### src/hdl/acg_defs.vh
/*
  Constants for the converter global setup block: register indices,
  field positions, power-on values and timing counts.
  Assumes it is included by bare name from the design files.
*/
`ifndef ACG_DEFS_VH
`define ACG_DEFS_VH

// Register indices (byte address = 4 * index)
`define ACG_IDX_SETUP       8'h0d
`define ACG_IDX_OFFSET_BASE 8'h0f
`define ACG_IDX_STATUS      8'h20

// Field positions inside the setup word
`define ACG_BIT_OFFCORR     23
`define ACG_BIT_GAINCORR    22
`define ACG_IDLE_TONE_SCRAMBLE_LEVEL_HI       21
`define ACG_IDLE_TONE_SCRAMBLE_LEVEL_LO       20
`define ACG_BIAS_HI         19
`define ACG_BIAS_LO         18
`define ACG_PRE_HI          17
`define ACG_PRE_LO          16
`define ACG_OSR_HI          15
`define ACG_OSR_LO          13
`define ACG_TRIM_HI         7
`define ACG_TRIM_LO         0

// Implemented bits of the setup word; 12..8 always read zero
`define ACG_SETUP_MASK      24'hffe0ff
`define ACG_SETUP_RESET     24'h386050

// Timing: gain correction delay in digital master clock periods
`define ACG_GAIN_DELAY      5'h18
// Smallest oversampling ratio, larger ratios double from it
`define ACG_OSR_MIN         13'h0020

// Bus answers
`define ACG_RESP_OKAY       2'h0
`define ACG_RESP_SLVERR     2'h2

`endif

### src/hdl/acg_offset_adder.v
/*
  One channel of digital offset correction: adds the stored offset to
  the raw converter code when enabled, purely combinational.
  Assumes the caller registers the result at its data-ready point.
*/
`timescale 1ns/1ps

module acg_offset_adder (
  // Operands
  input  wire [23:0] rawCode,     // Raw converter code, two's complement
  input  wire [23:0] offsetValue, // Channel offset, two's complement
  input  wire        enable,      // Offset correction on
  // Result
  output wire [23:0] sumCode      // Corrected code
);

  // Wraps modulo 2^24, same as a plain bit-by-bit addition; no group delay
  assign sumCode = enable ? (rawCode + offsetValue) : rawCode;

endmodule

### src/hdl/acg_converter_global_setup.v
/*
  Global setup register of an eight-channel delta-sigma front end, with
  an AXI4-Lite slave, analog clock prescaler, data-rate divider, gain
  correction delay and per-channel offset correction.
  Assumes raw codes come from logic on clk, one word per channel.
*/
// The placing of the registers and register access over AXI4-Lite were chosen for this implementation.
// Function
// - Offset enable adds offset, no delay, default off
// - Gain enable delays data ready 24 periods
// - Idle_tone_scramble_level field decodes max, medium, min, off
// - Bias field selects x2, x1, x0.66, x0.5
// - Prescaler divides analog clock by 1,2,4,8
// - Ratio 32 to 4096 sets output rate
// - Low byte is read-write reference trim
// - Unimplemented middle bits read as zero
// - Corrected code is raw plus channel offset while offset is enabled, raw alone otherwise
`timescale 1ns/1ps
`include "acg_defs.vh"

module acg_converter_global_setup (
  // Clock and reset
  input  wire         clk,
  input  wire         nrst,
  // AXI4-Lite write address
  input  wire [31:0]  s_axi_awaddr,
  input  wire         s_axi_awvalid,
  output wire         s_axi_awready,
  // AXI4-Lite write data
  input  wire [31:0]  s_axi_wdata,
  input  wire [3:0]   s_axi_wstrb,
  input  wire         s_axi_wvalid,
  output wire         s_axi_wready,
  // AXI4-Lite write response
  output reg  [1:0]   s_axi_bresp,
  output reg          s_axi_bvalid,
  input  wire         s_axi_bready,
  // AXI4-Lite read address
  input  wire [31:0]  s_axi_araddr,
  input  wire         s_axi_arvalid,
  output wire         s_axi_arready,
  // AXI4-Lite read data
  output reg  [31:0]  s_axi_rdata,
  output reg  [1:0]   s_axi_rresp,
  output reg          s_axi_rvalid,
  input  wire         s_axi_rready,
  // Converter side
  input  wire [191:0] rawCodes,          // Eight raw codes, channel 0 lowest
  output reg  [191:0] correctedCodes,    // Eight corrected codes
  output reg          dataReadyPulse,    // One cycle per output word
  output reg          analogMasterClkEn, // Analog clock enable pulse
  // Decoded analog settings
  output wire         ditherOn,          // Dithering active
  output wire [1:0]   ditherStrength,    // 3 max, 2 medium, 1 min
  output wire [1:0]   biasCurrentSelect, // Bias scale code
  output wire [7:0]   referenceTrim      // Reference tempco trim
);

  ////////////////////////////////////////////////////////////////////////
  // Register storage
  reg  [23:0]  setup_q;       // Global setup word
  reg  [191:0] offsets_q;     // Channel offset values
  reg  [2:0]   preCnt_q;      // Prescaler counter
  reg  [12:0]  osrCnt_q;      // Sampling clock counter
  reg  [4:0]   gainCnt_q;     // Gain delay countdown
  reg          gainPending_q; // Delayed ready is waiting
  reg          awHeld_q;      // Write address captured
  reg          wHeld_q;       // Write data captured
  reg  [31:0]  awAddr_q;      // Captured write address
  reg  [31:0]  wData_q;       // Captured write data
  reg  [3:0]   wStrb_q;       // Captured byte strobes

  // Field views
  wire         offCorrEn  = setup_q[`ACG_BIT_OFFCORR];
  wire         gainCorrEn = setup_q[`ACG_BIT_GAINCORR];
  wire [1:0]   preSel     = setup_q[`ACG_PRE_HI:`ACG_PRE_LO];
  wire [2:0]   osrSel     = setup_q[`ACG_OSR_HI:`ACG_OSR_LO];

  // Idle_tone_scramble_level: 00 off, otherwise strength follows the code
  assign ditherOn          = |setup_q[`ACG_IDLE_TONE_SCRAMBLE_LEVEL_HI:`ACG_IDLE_TONE_SCRAMBLE_LEVEL_LO];
  assign ditherStrength    = setup_q[`ACG_IDLE_TONE_SCRAMBLE_LEVEL_HI:`ACG_IDLE_TONE_SCRAMBLE_LEVEL_LO];
  // 11 x2, 10 x1, 01 x0.66, 00 x0.5
  assign biasCurrentSelect = setup_q[`ACG_BIAS_HI:`ACG_BIAS_LO];
  assign referenceTrim     = setup_q[`ACG_TRIM_HI:`ACG_TRIM_LO];

  ////////////////////////////////////////////////////////////////////////
  // Write channel: address and data taken in either order
  assign s_axi_awready = !awHeld_q && !s_axi_bvalid;
  assign s_axi_wready  = !wHeld_q && !s_axi_bvalid;

  wire       doWrite  = awHeld_q && wHeld_q;
  wire [7:0] wIdx     = awAddr_q[9:2];
  wire       wInRange = (awAddr_q[31:10] == 22'h000000) && (awAddr_q[1:0] == 2'h0);
  wire       wSetup   = wInRange && (wIdx == `ACG_IDX_SETUP);
  wire       wStatus  = wInRange && (wIdx == `ACG_IDX_STATUS);
  // Offset registers sit on every second index from the base
  wire [7:0] wOffRel  = wIdx - `ACG_IDX_OFFSET_BASE;
  wire       wOffset  = wInRange && !wOffRel[0] && (wOffRel[7:4] == 4'h0);
  wire [2:0] wChan    = wOffRel[3:1];

  // Byte strobes widened to a 24-bit lane mask
  wire [23:0] laneMask = {{8{wStrb_q[2]}}, {8{wStrb_q[1]}}, {8{wStrb_q[0]}}};

  // Capture, write and respond
  always @(posedge clk or negedge nrst) begin
    if (!nrst) begin
      awHeld_q     <= 1'b0;
      wHeld_q      <= 1'b0;
      awAddr_q     <= 32'h00000000;
      wData_q      <= 32'h00000000;
      wStrb_q      <= 4'h0;
      s_axi_bvalid <= 1'b0;
      s_axi_bresp  <= `ACG_RESP_OKAY;
      setup_q      <= `ACG_SETUP_RESET;
      offsets_q    <= 192'h0;
    end else begin
      // Address capture
      if (s_axi_awvalid && s_axi_awready) begin
        awHeld_q <= 1'b1;
        awAddr_q <= s_axi_awaddr;
      end
      // Data capture
      if (s_axi_wvalid && s_axi_wready) begin
        wHeld_q <= 1'b1;
        wData_q <= s_axi_wdata;
        wStrb_q <= s_axi_wstrb;
      end
      // Both halves present: commit and answer
      if (doWrite) begin
        awHeld_q     <= 1'b0;
        wHeld_q      <= 1'b0;
        s_axi_bvalid <= 1'b1;
        s_axi_bresp  <= (wSetup || wOffset || wStatus) ? `ACG_RESP_OKAY : `ACG_RESP_SLVERR;
        // Masked merge keeps unimplemented bits at zero
        if (wSetup) begin
          setup_q <= ((setup_q & ~laneMask) | (wData_q[23:0] & laneMask))
                     & `ACG_SETUP_MASK;
        end
        // Offset kept even while correction is off
        if (wOffset) begin
          offsets_q[wChan*24 +: 24] <= (offsets_q[wChan*24 +: 24] & ~laneMask)
                                       | (wData_q[23:0] & laneMask);
        end
      end else if (s_axi_bvalid && s_axi_bready) begin
        s_axi_bvalid <= 1'b0;
      end
    end
  end

  ////////////////////////////////////////////////////////////////////////
  // Read channel: one cycle from address to data
  assign s_axi_arready = !s_axi_rvalid;

  wire [7:0] rIdx     = s_axi_araddr[9:2];
  wire       rInRange = (s_axi_araddr[31:10] == 22'h000000) && (s_axi_araddr[1:0] == 2'h0);
  wire [7:0] rOffRel  = rIdx - `ACG_IDX_OFFSET_BASE;
  wire       rOffset  = rInRange && !rOffRel[0] && (rOffRel[7:4] == 4'h0);
  wire [2:0] rChan    = rOffRel[3:1];

  // Read mux and answer
  always @(posedge clk or negedge nrst) begin
    if (!nrst) begin
      s_axi_rvalid <= 1'b0;
      s_axi_rdata  <= 32'h00000000;
      s_axi_rresp  <= `ACG_RESP_OKAY;
    end else if (s_axi_arvalid && s_axi_arready) begin
      s_axi_rvalid <= 1'b1;
      s_axi_rresp  <= `ACG_RESP_OKAY;
      if (rInRange && (rIdx == `ACG_IDX_SETUP)) begin
        s_axi_rdata <= {8'h00, setup_q & `ACG_SETUP_MASK};
      end else if (rOffset) begin
        s_axi_rdata <= {8'h00, offsets_q[rChan*24 +: 24]};
      end else if (rInRange && (rIdx == `ACG_IDX_STATUS)) begin
        // Live divider state for software
        s_axi_rdata <= {10'h000, gainCnt_q, gainPending_q, osrCnt_q, preCnt_q};
      end else begin
        // Unmapped: zero data, slave error
        s_axi_rdata <= 32'h00000000;
        s_axi_rresp <= `ACG_RESP_SLVERR;
      end
    end else if (s_axi_rvalid && s_axi_rready) begin
      s_axi_rvalid <= 1'b0;
    end
  end

  ////////////////////////////////////////////////////////////////////////
  // Analog clock prescaler and output-rate divider
  wire [3:0]  preDiv   = 4'h1 << preSel;               // 1, 2, 4 or 8
  wire [12:0] osrRatio = `ACG_OSR_MIN << osrSel;       // 32 .. 4096
  wire        preWrap  = ({1'b0, preCnt_q} >= (preDiv - 4'h1));
  wire        osrWrap  = (osrCnt_q >= (osrRatio - 13'h0001));
  // Raw ready: one output word per ratio sampling clocks
  wire        rawReady = analogMasterClkEn && osrWrap;

  // Counters; compares use >= so a smaller setting never strands them
  always @(posedge clk or negedge nrst) begin
    if (!nrst) begin
      preCnt_q          <= 3'h0;
      analogMasterClkEn <= 1'b0;
      osrCnt_q          <= 13'h0000;
    end else begin
      analogMasterClkEn <= preWrap;
      preCnt_q          <= preWrap ? 3'h0 : preCnt_q + 3'h1;
      if (analogMasterClkEn) begin
        osrCnt_q <= osrWrap ? 13'h0000 : osrCnt_q + 13'h0001;
      end
    end
  end

  ////////////////////////////////////////////////////////////////////////
  // Gain correction group delay and output registers
  // Delay counts digital clock periods, taken equal to analog clock ticks
  wire gainFire = gainPending_q && analogMasterClkEn && (gainCnt_q == 5'h01);
  wire emit     = gainCorrEn ? gainFire : rawReady;

  wire [191:0] sums; // Combinational corrected codes

  genvar ch;
  generate
    for (ch = 0; ch < 8; ch = ch + 1) begin : gChan
      acg_offset_adder uAdd (
        .rawCode     (rawCodes[ch*24 +: 24]),
        .offsetValue (offsets_q[ch*24 +: 24]),
        .enable      (offCorrEn),
        .sumCode     (sums[ch*24 +: 24])
      );
    end
  endgenerate

  // Delay countdown and output capture
  always @(posedge clk or negedge nrst) begin
    if (!nrst) begin
      gainCnt_q      <= 5'h00;
      gainPending_q  <= 1'b0;
      dataReadyPulse <= 1'b0;
      correctedCodes <= 192'h0;
    end else begin
      dataReadyPulse <= emit;
      if (gainCorrEn && rawReady) begin
        // New word restarts the 24-period delay
        gainPending_q <= 1'b1;
        gainCnt_q     <= `ACG_GAIN_DELAY;
      end else if (gainFire || !gainCorrEn) begin
        gainPending_q <= 1'b0;
        gainCnt_q     <= 5'h00;
      end else if (gainPending_q && analogMasterClkEn) begin
        gainCnt_q <= gainCnt_q - 5'h01;
      end
      // Offset path adds no extra cycle
      if (emit) begin
        correctedCodes <= sums;
      end
    end
  end

endmodule

### config.mk
export PLATFORM = sky130hd
export DESIGN_NAME = acg_converter_global_setup
export DESIGN_NICKNAME = d
export VERILOG_FILES = /design/src/hdl/acg_offset_adder.v /design/src/hdl/acg_converter_global_setup.v
export VERILOG_INCLUDE_DIRS = /design/src /design/src/hdl
export SDC_FILE = /design/constraint.sdc
export NUM_CORES = 2
export LEC_CHECK = 0
export BUFFER_PORTS_ARGS = -buffer_cell sky130_fd_sc_hd__buf_2
export CORE_UTILIZATION = 40
export DETAILED_ROUTE_END_ITERATION = 6
export SLEW_MARGIN = 20
export SYNTH_ARGS = -nofsm -noshare
export SYNTH_HDL_FRONTEND = slang
export SYNTH_SLANG_ARGS = --single-unit
### constraint.sdc
create_clock -name clk -period 5.65 [get_ports clk]
set_input_delay 1.13 -clock clk [delete_from_list [all_inputs] [get_ports clk]]
set_output_delay 1.13 -clock clk [all_outputs]
set_load 0.02 [all_outputs]
==> results by group <==
Synthesis
  • Post-synth EDFFs: 0
  • Top post-synthesis cells by area: dfrtp_1, ha_1, mux4_2, mux2_2, nand2_1
  • Mapped Cells: 3642
  • Synth warnings: 0
  • Share of flip-flops with an asynchronous set or reset: 100%
  • Most common cell in the synthesized netlist: dfrtp_1
  • Seq/Total Area, Yosys: 37.0%
  • Number of distinct library cells after synthesis: 91
  • Post-synth top area cell: dfrtp_1
  • Yosys reg bits: 516
  • Share of the synthesized area in the top cell type: 36.5%
  • Synth top cells by count: dfrtp_1, nand2_1, o21ai_0
  • Post-synth top flop: dfrtp_1
  • Avg Inst Size Synth: 9.59 um^2
  • Area of the mapped netlist: 34900 um^2

Power and ir drop
  • Pint: 10000 uW
  • Pwr dens: 435 nW/um^2
  • Gate power share: 46.9%
  • LEAKAGE: 0.0195 uW
  • Flop pwr share: 29.5%
  • Clock Power Share: 23.6%
  • Sw Share: 44.5%
  • Psw: 8040 uW
  • VDD IR-drop max: 0.000448 V

Timing
  • Max frequency: 237 MHz
  • Final Hold Fails: 0
  • Clock period minus worst slack: 4220 ps
  • Rel. slew slack: 25.6%
  • Slew @ Worst Pin: 1110 ps
  • Setup Skew: 32.8 ps
  • Final Max Slew Viols: 0
  • Period utilization: 74.7%
  • RSZ-0062 raised after global routing: false
  • Setup TNS Final: 0 ps
  • Final Setup Violations: 0

GRT
  • Initial antenna violation count: 12
  • Tot GR Track Use: 30.0%
  • Grt total ovfl: 0
  • First-pass GRT wire length: 198000 um
  • Largest net degree at the start of global routing: 199
  • Vias in the first global route: 29700

Die
  • Die area: 88500 um^2
  • Initial core utilization: 40.7%
  • Die width: 297 um
  • Core ar.: 85800 um^2
  • Num rows: 107
  • Die H: 297 um
  • I/O pins: 547

Clock network
  • # Post-CTS Setup Buffers: 0
  • H-tree depth: 2
  • Cts hold-fix bufs: 0
  • CTS max path bufs: 3
  • CTS Buf Count: 60
  • CTS tree: built
  • Clock tree root buffer cell: clkbuf_16
  • Worst skew pair latency: 650 ps
  • CTS clk-pin slew, worst paths: 60 ps
  • Clk sinks: 516
  • Post-CTS Resized: 0

Route
  • Avg WL per Cell: 25.2 um
  • Drt initial violations: 3202
  • Vias post-DR: 31400
  • Final ANT Viol Nets: 0
  • DRT Pass-1 Iters: 6
  • Routed WL: 135000 um
  • DR DRC count: 0
  • Vias per cell: 5.86

Run
  • Max cap viols: 0

Layout
  • Share of cells above drive strength 1: 25.7%
  • Utilization after layout: 48.4%
  • Area growth, synth to finish: 19.0%
  • Fillers: 8248
  • Multi-input gate area in the final layout: 21000 um^2
  • Reg area: 12900 um^2
  • Layout net count: 4691

Worst setup path
  • Slowest stage cell, crit path: fa_1
  • CP max stage delay: 480 ps
  • Worst Path Required: 6160 ps
  • Crit Path Class: reg2reg
  • Startpoint types: register
  • Critical path, cell by cell: inv_1 -> ha_2 -> buf_4 -> ha_1 -> fa_1 -> xnor2_2 -> and3b_2 -> ha_1 -> inv_1 -> or3_1 -> o22ai_2 -> nand2_2 -> a21oi_4 -> buf_12 -> mux2_2
  • Critical Path Sink Type: register
  • Critical Path AT: 4730 ps
  • CP max FO: 23

Outcome
  • Status: completed

Place
  • PortBufs: 527
  • RePlAce Congestion: 1.06
  • DP Wirelength: 106000 um

Worst hold path
  • Hold crit path type: reg2reg
power by group through the flow:
stage	Sequential (uW)	Clock, uW	Combinational, uW
floorplan	5980	0	4070
global placement	5360	0	8270
detailed placement	5370	0	8310
CTS	5320	4320	8330
global route	5440	4440	8950
finish	5330	4260	8460
final timing paths:
path	start	end	slack (ps)	cells past startpoint
hold / removal	correctedCodes[45]	correctedCodes[45]	460	2
setup reg to reg	awAddr_q[2]	offsets_q[81]	1430	15
max in group asynchronous	nrst	correctedCodes[81]	3840	2
setup / recovery	awAddr_q[2]	offsets_q[81]	1430	15
hold reg to reg	correctedCodes[45]	correctedCodes[45]	460	2
min in group asynchronous	nrst	s_axi_rvalid	520	1
flip-flops by register name, summed over array words and instances (netlist names), 3 cells and up, named ones only:
signal          count
correctedCodes    192
offsets_q         192
wStrb_q             3
preCnt_q            3
s_axi_rdata        24
wData_q            24
awAddr_q           32
osrCnt_q           13
gainCnt_q           5
critical path: cells and delay by family, from the launching register on:
kind | cells | cell delay (ps)
DFF | 1 | 460
and+or+nand+nor | 3 | 790
adders and majority gates | 4 | 1420
AOI/OAI and AO/OA | 2 | 330
buffers and inverters | 4 | 570
xor gates and xnor gates | 1 | 170
muxes | 1 | 340
layout by cell type, fill, tap and decap left out, types with 26 or more instances in the layout:
cell,Yosys,layout
buf_2,16,526
dfrtp_1,509,508
nand2_1,488,488
o21ai_0,356,356
a21oi_1,268,268
ha_1,211,209
nor2_1,198,196
mux2_2,170,170
mux2i_1,149,149
buf_4,22,107
xnor2_1,100,100
mux4_2,96,96
a21o_1,81,81
inv_1,77,76
clkbuf_16,0,61
nor3_1,57,57
xor2_1,56,53
o22ai_1,51,51
o21a_1,42,42
nand3_1,41,41
and3_1,33,33
a211oi_1,33,33
nor2b_1,33,33
or3_1,26,26
cell type report:
class                           instances  area share (%)
Clock inverter                         32            1.07
Tap cell                             1144            3.45
Multi-Input combinational cell       2864            50.5
Sequential cell                       516            31.1
Timing Repair Buffer                  650            9.08
Clock buffer                           77            4.04
Inverter                               80           0.735
Antenna cell                            8          0.0482
kinds of logic (layout without fill, tap and decap cells):
group	count (synthesis)	after routing	share of synthesized area [%]
XOR/XNOR	158	158	4.01
other	2	19	0.0215
multiplexers	416	416	16.0
buffers and inverters	271	839	3.26
adder cells (fa/ha/maj)	220	220	8.08
AND/OR/NAND/NOR	1001	1001	13.0
flip-flops	516	516	37.0
AO/OA/AOI/OAI	1058	1058	18.7
layer usage:
metal / wire, um / vias up / global-route usage [%] / share of wire (%)
li1: - / 14400 / - / -
met1: 55700 / 15300 / 39.8 / 41
met2: 60500 / 1402 / 46.2 / 45
met3: 12200 / 265 / 6.95 / 9.0
met4: 6900 / 4 / 14.0 / 5.1
met5: 15 / - / 0 / 0.011
metrics by stage:
stage,cells,setup slack [ps],cell area [um^2],hold slack (ps),power (uW)
2_1_floorplan,3651,1200,34900,452,10000
3_3_place_gp,5254,1360,39400,450,13600
3_5_place_dp,5254,1330,39400,455,13700
4_1_cts,5363,1410,41500,470,18000
5_1_grt,5367,1260,41500,493,18800
6_report,5371,1430,41500,464,18100
Note: power is estimated with default switching activity, not from simulation.
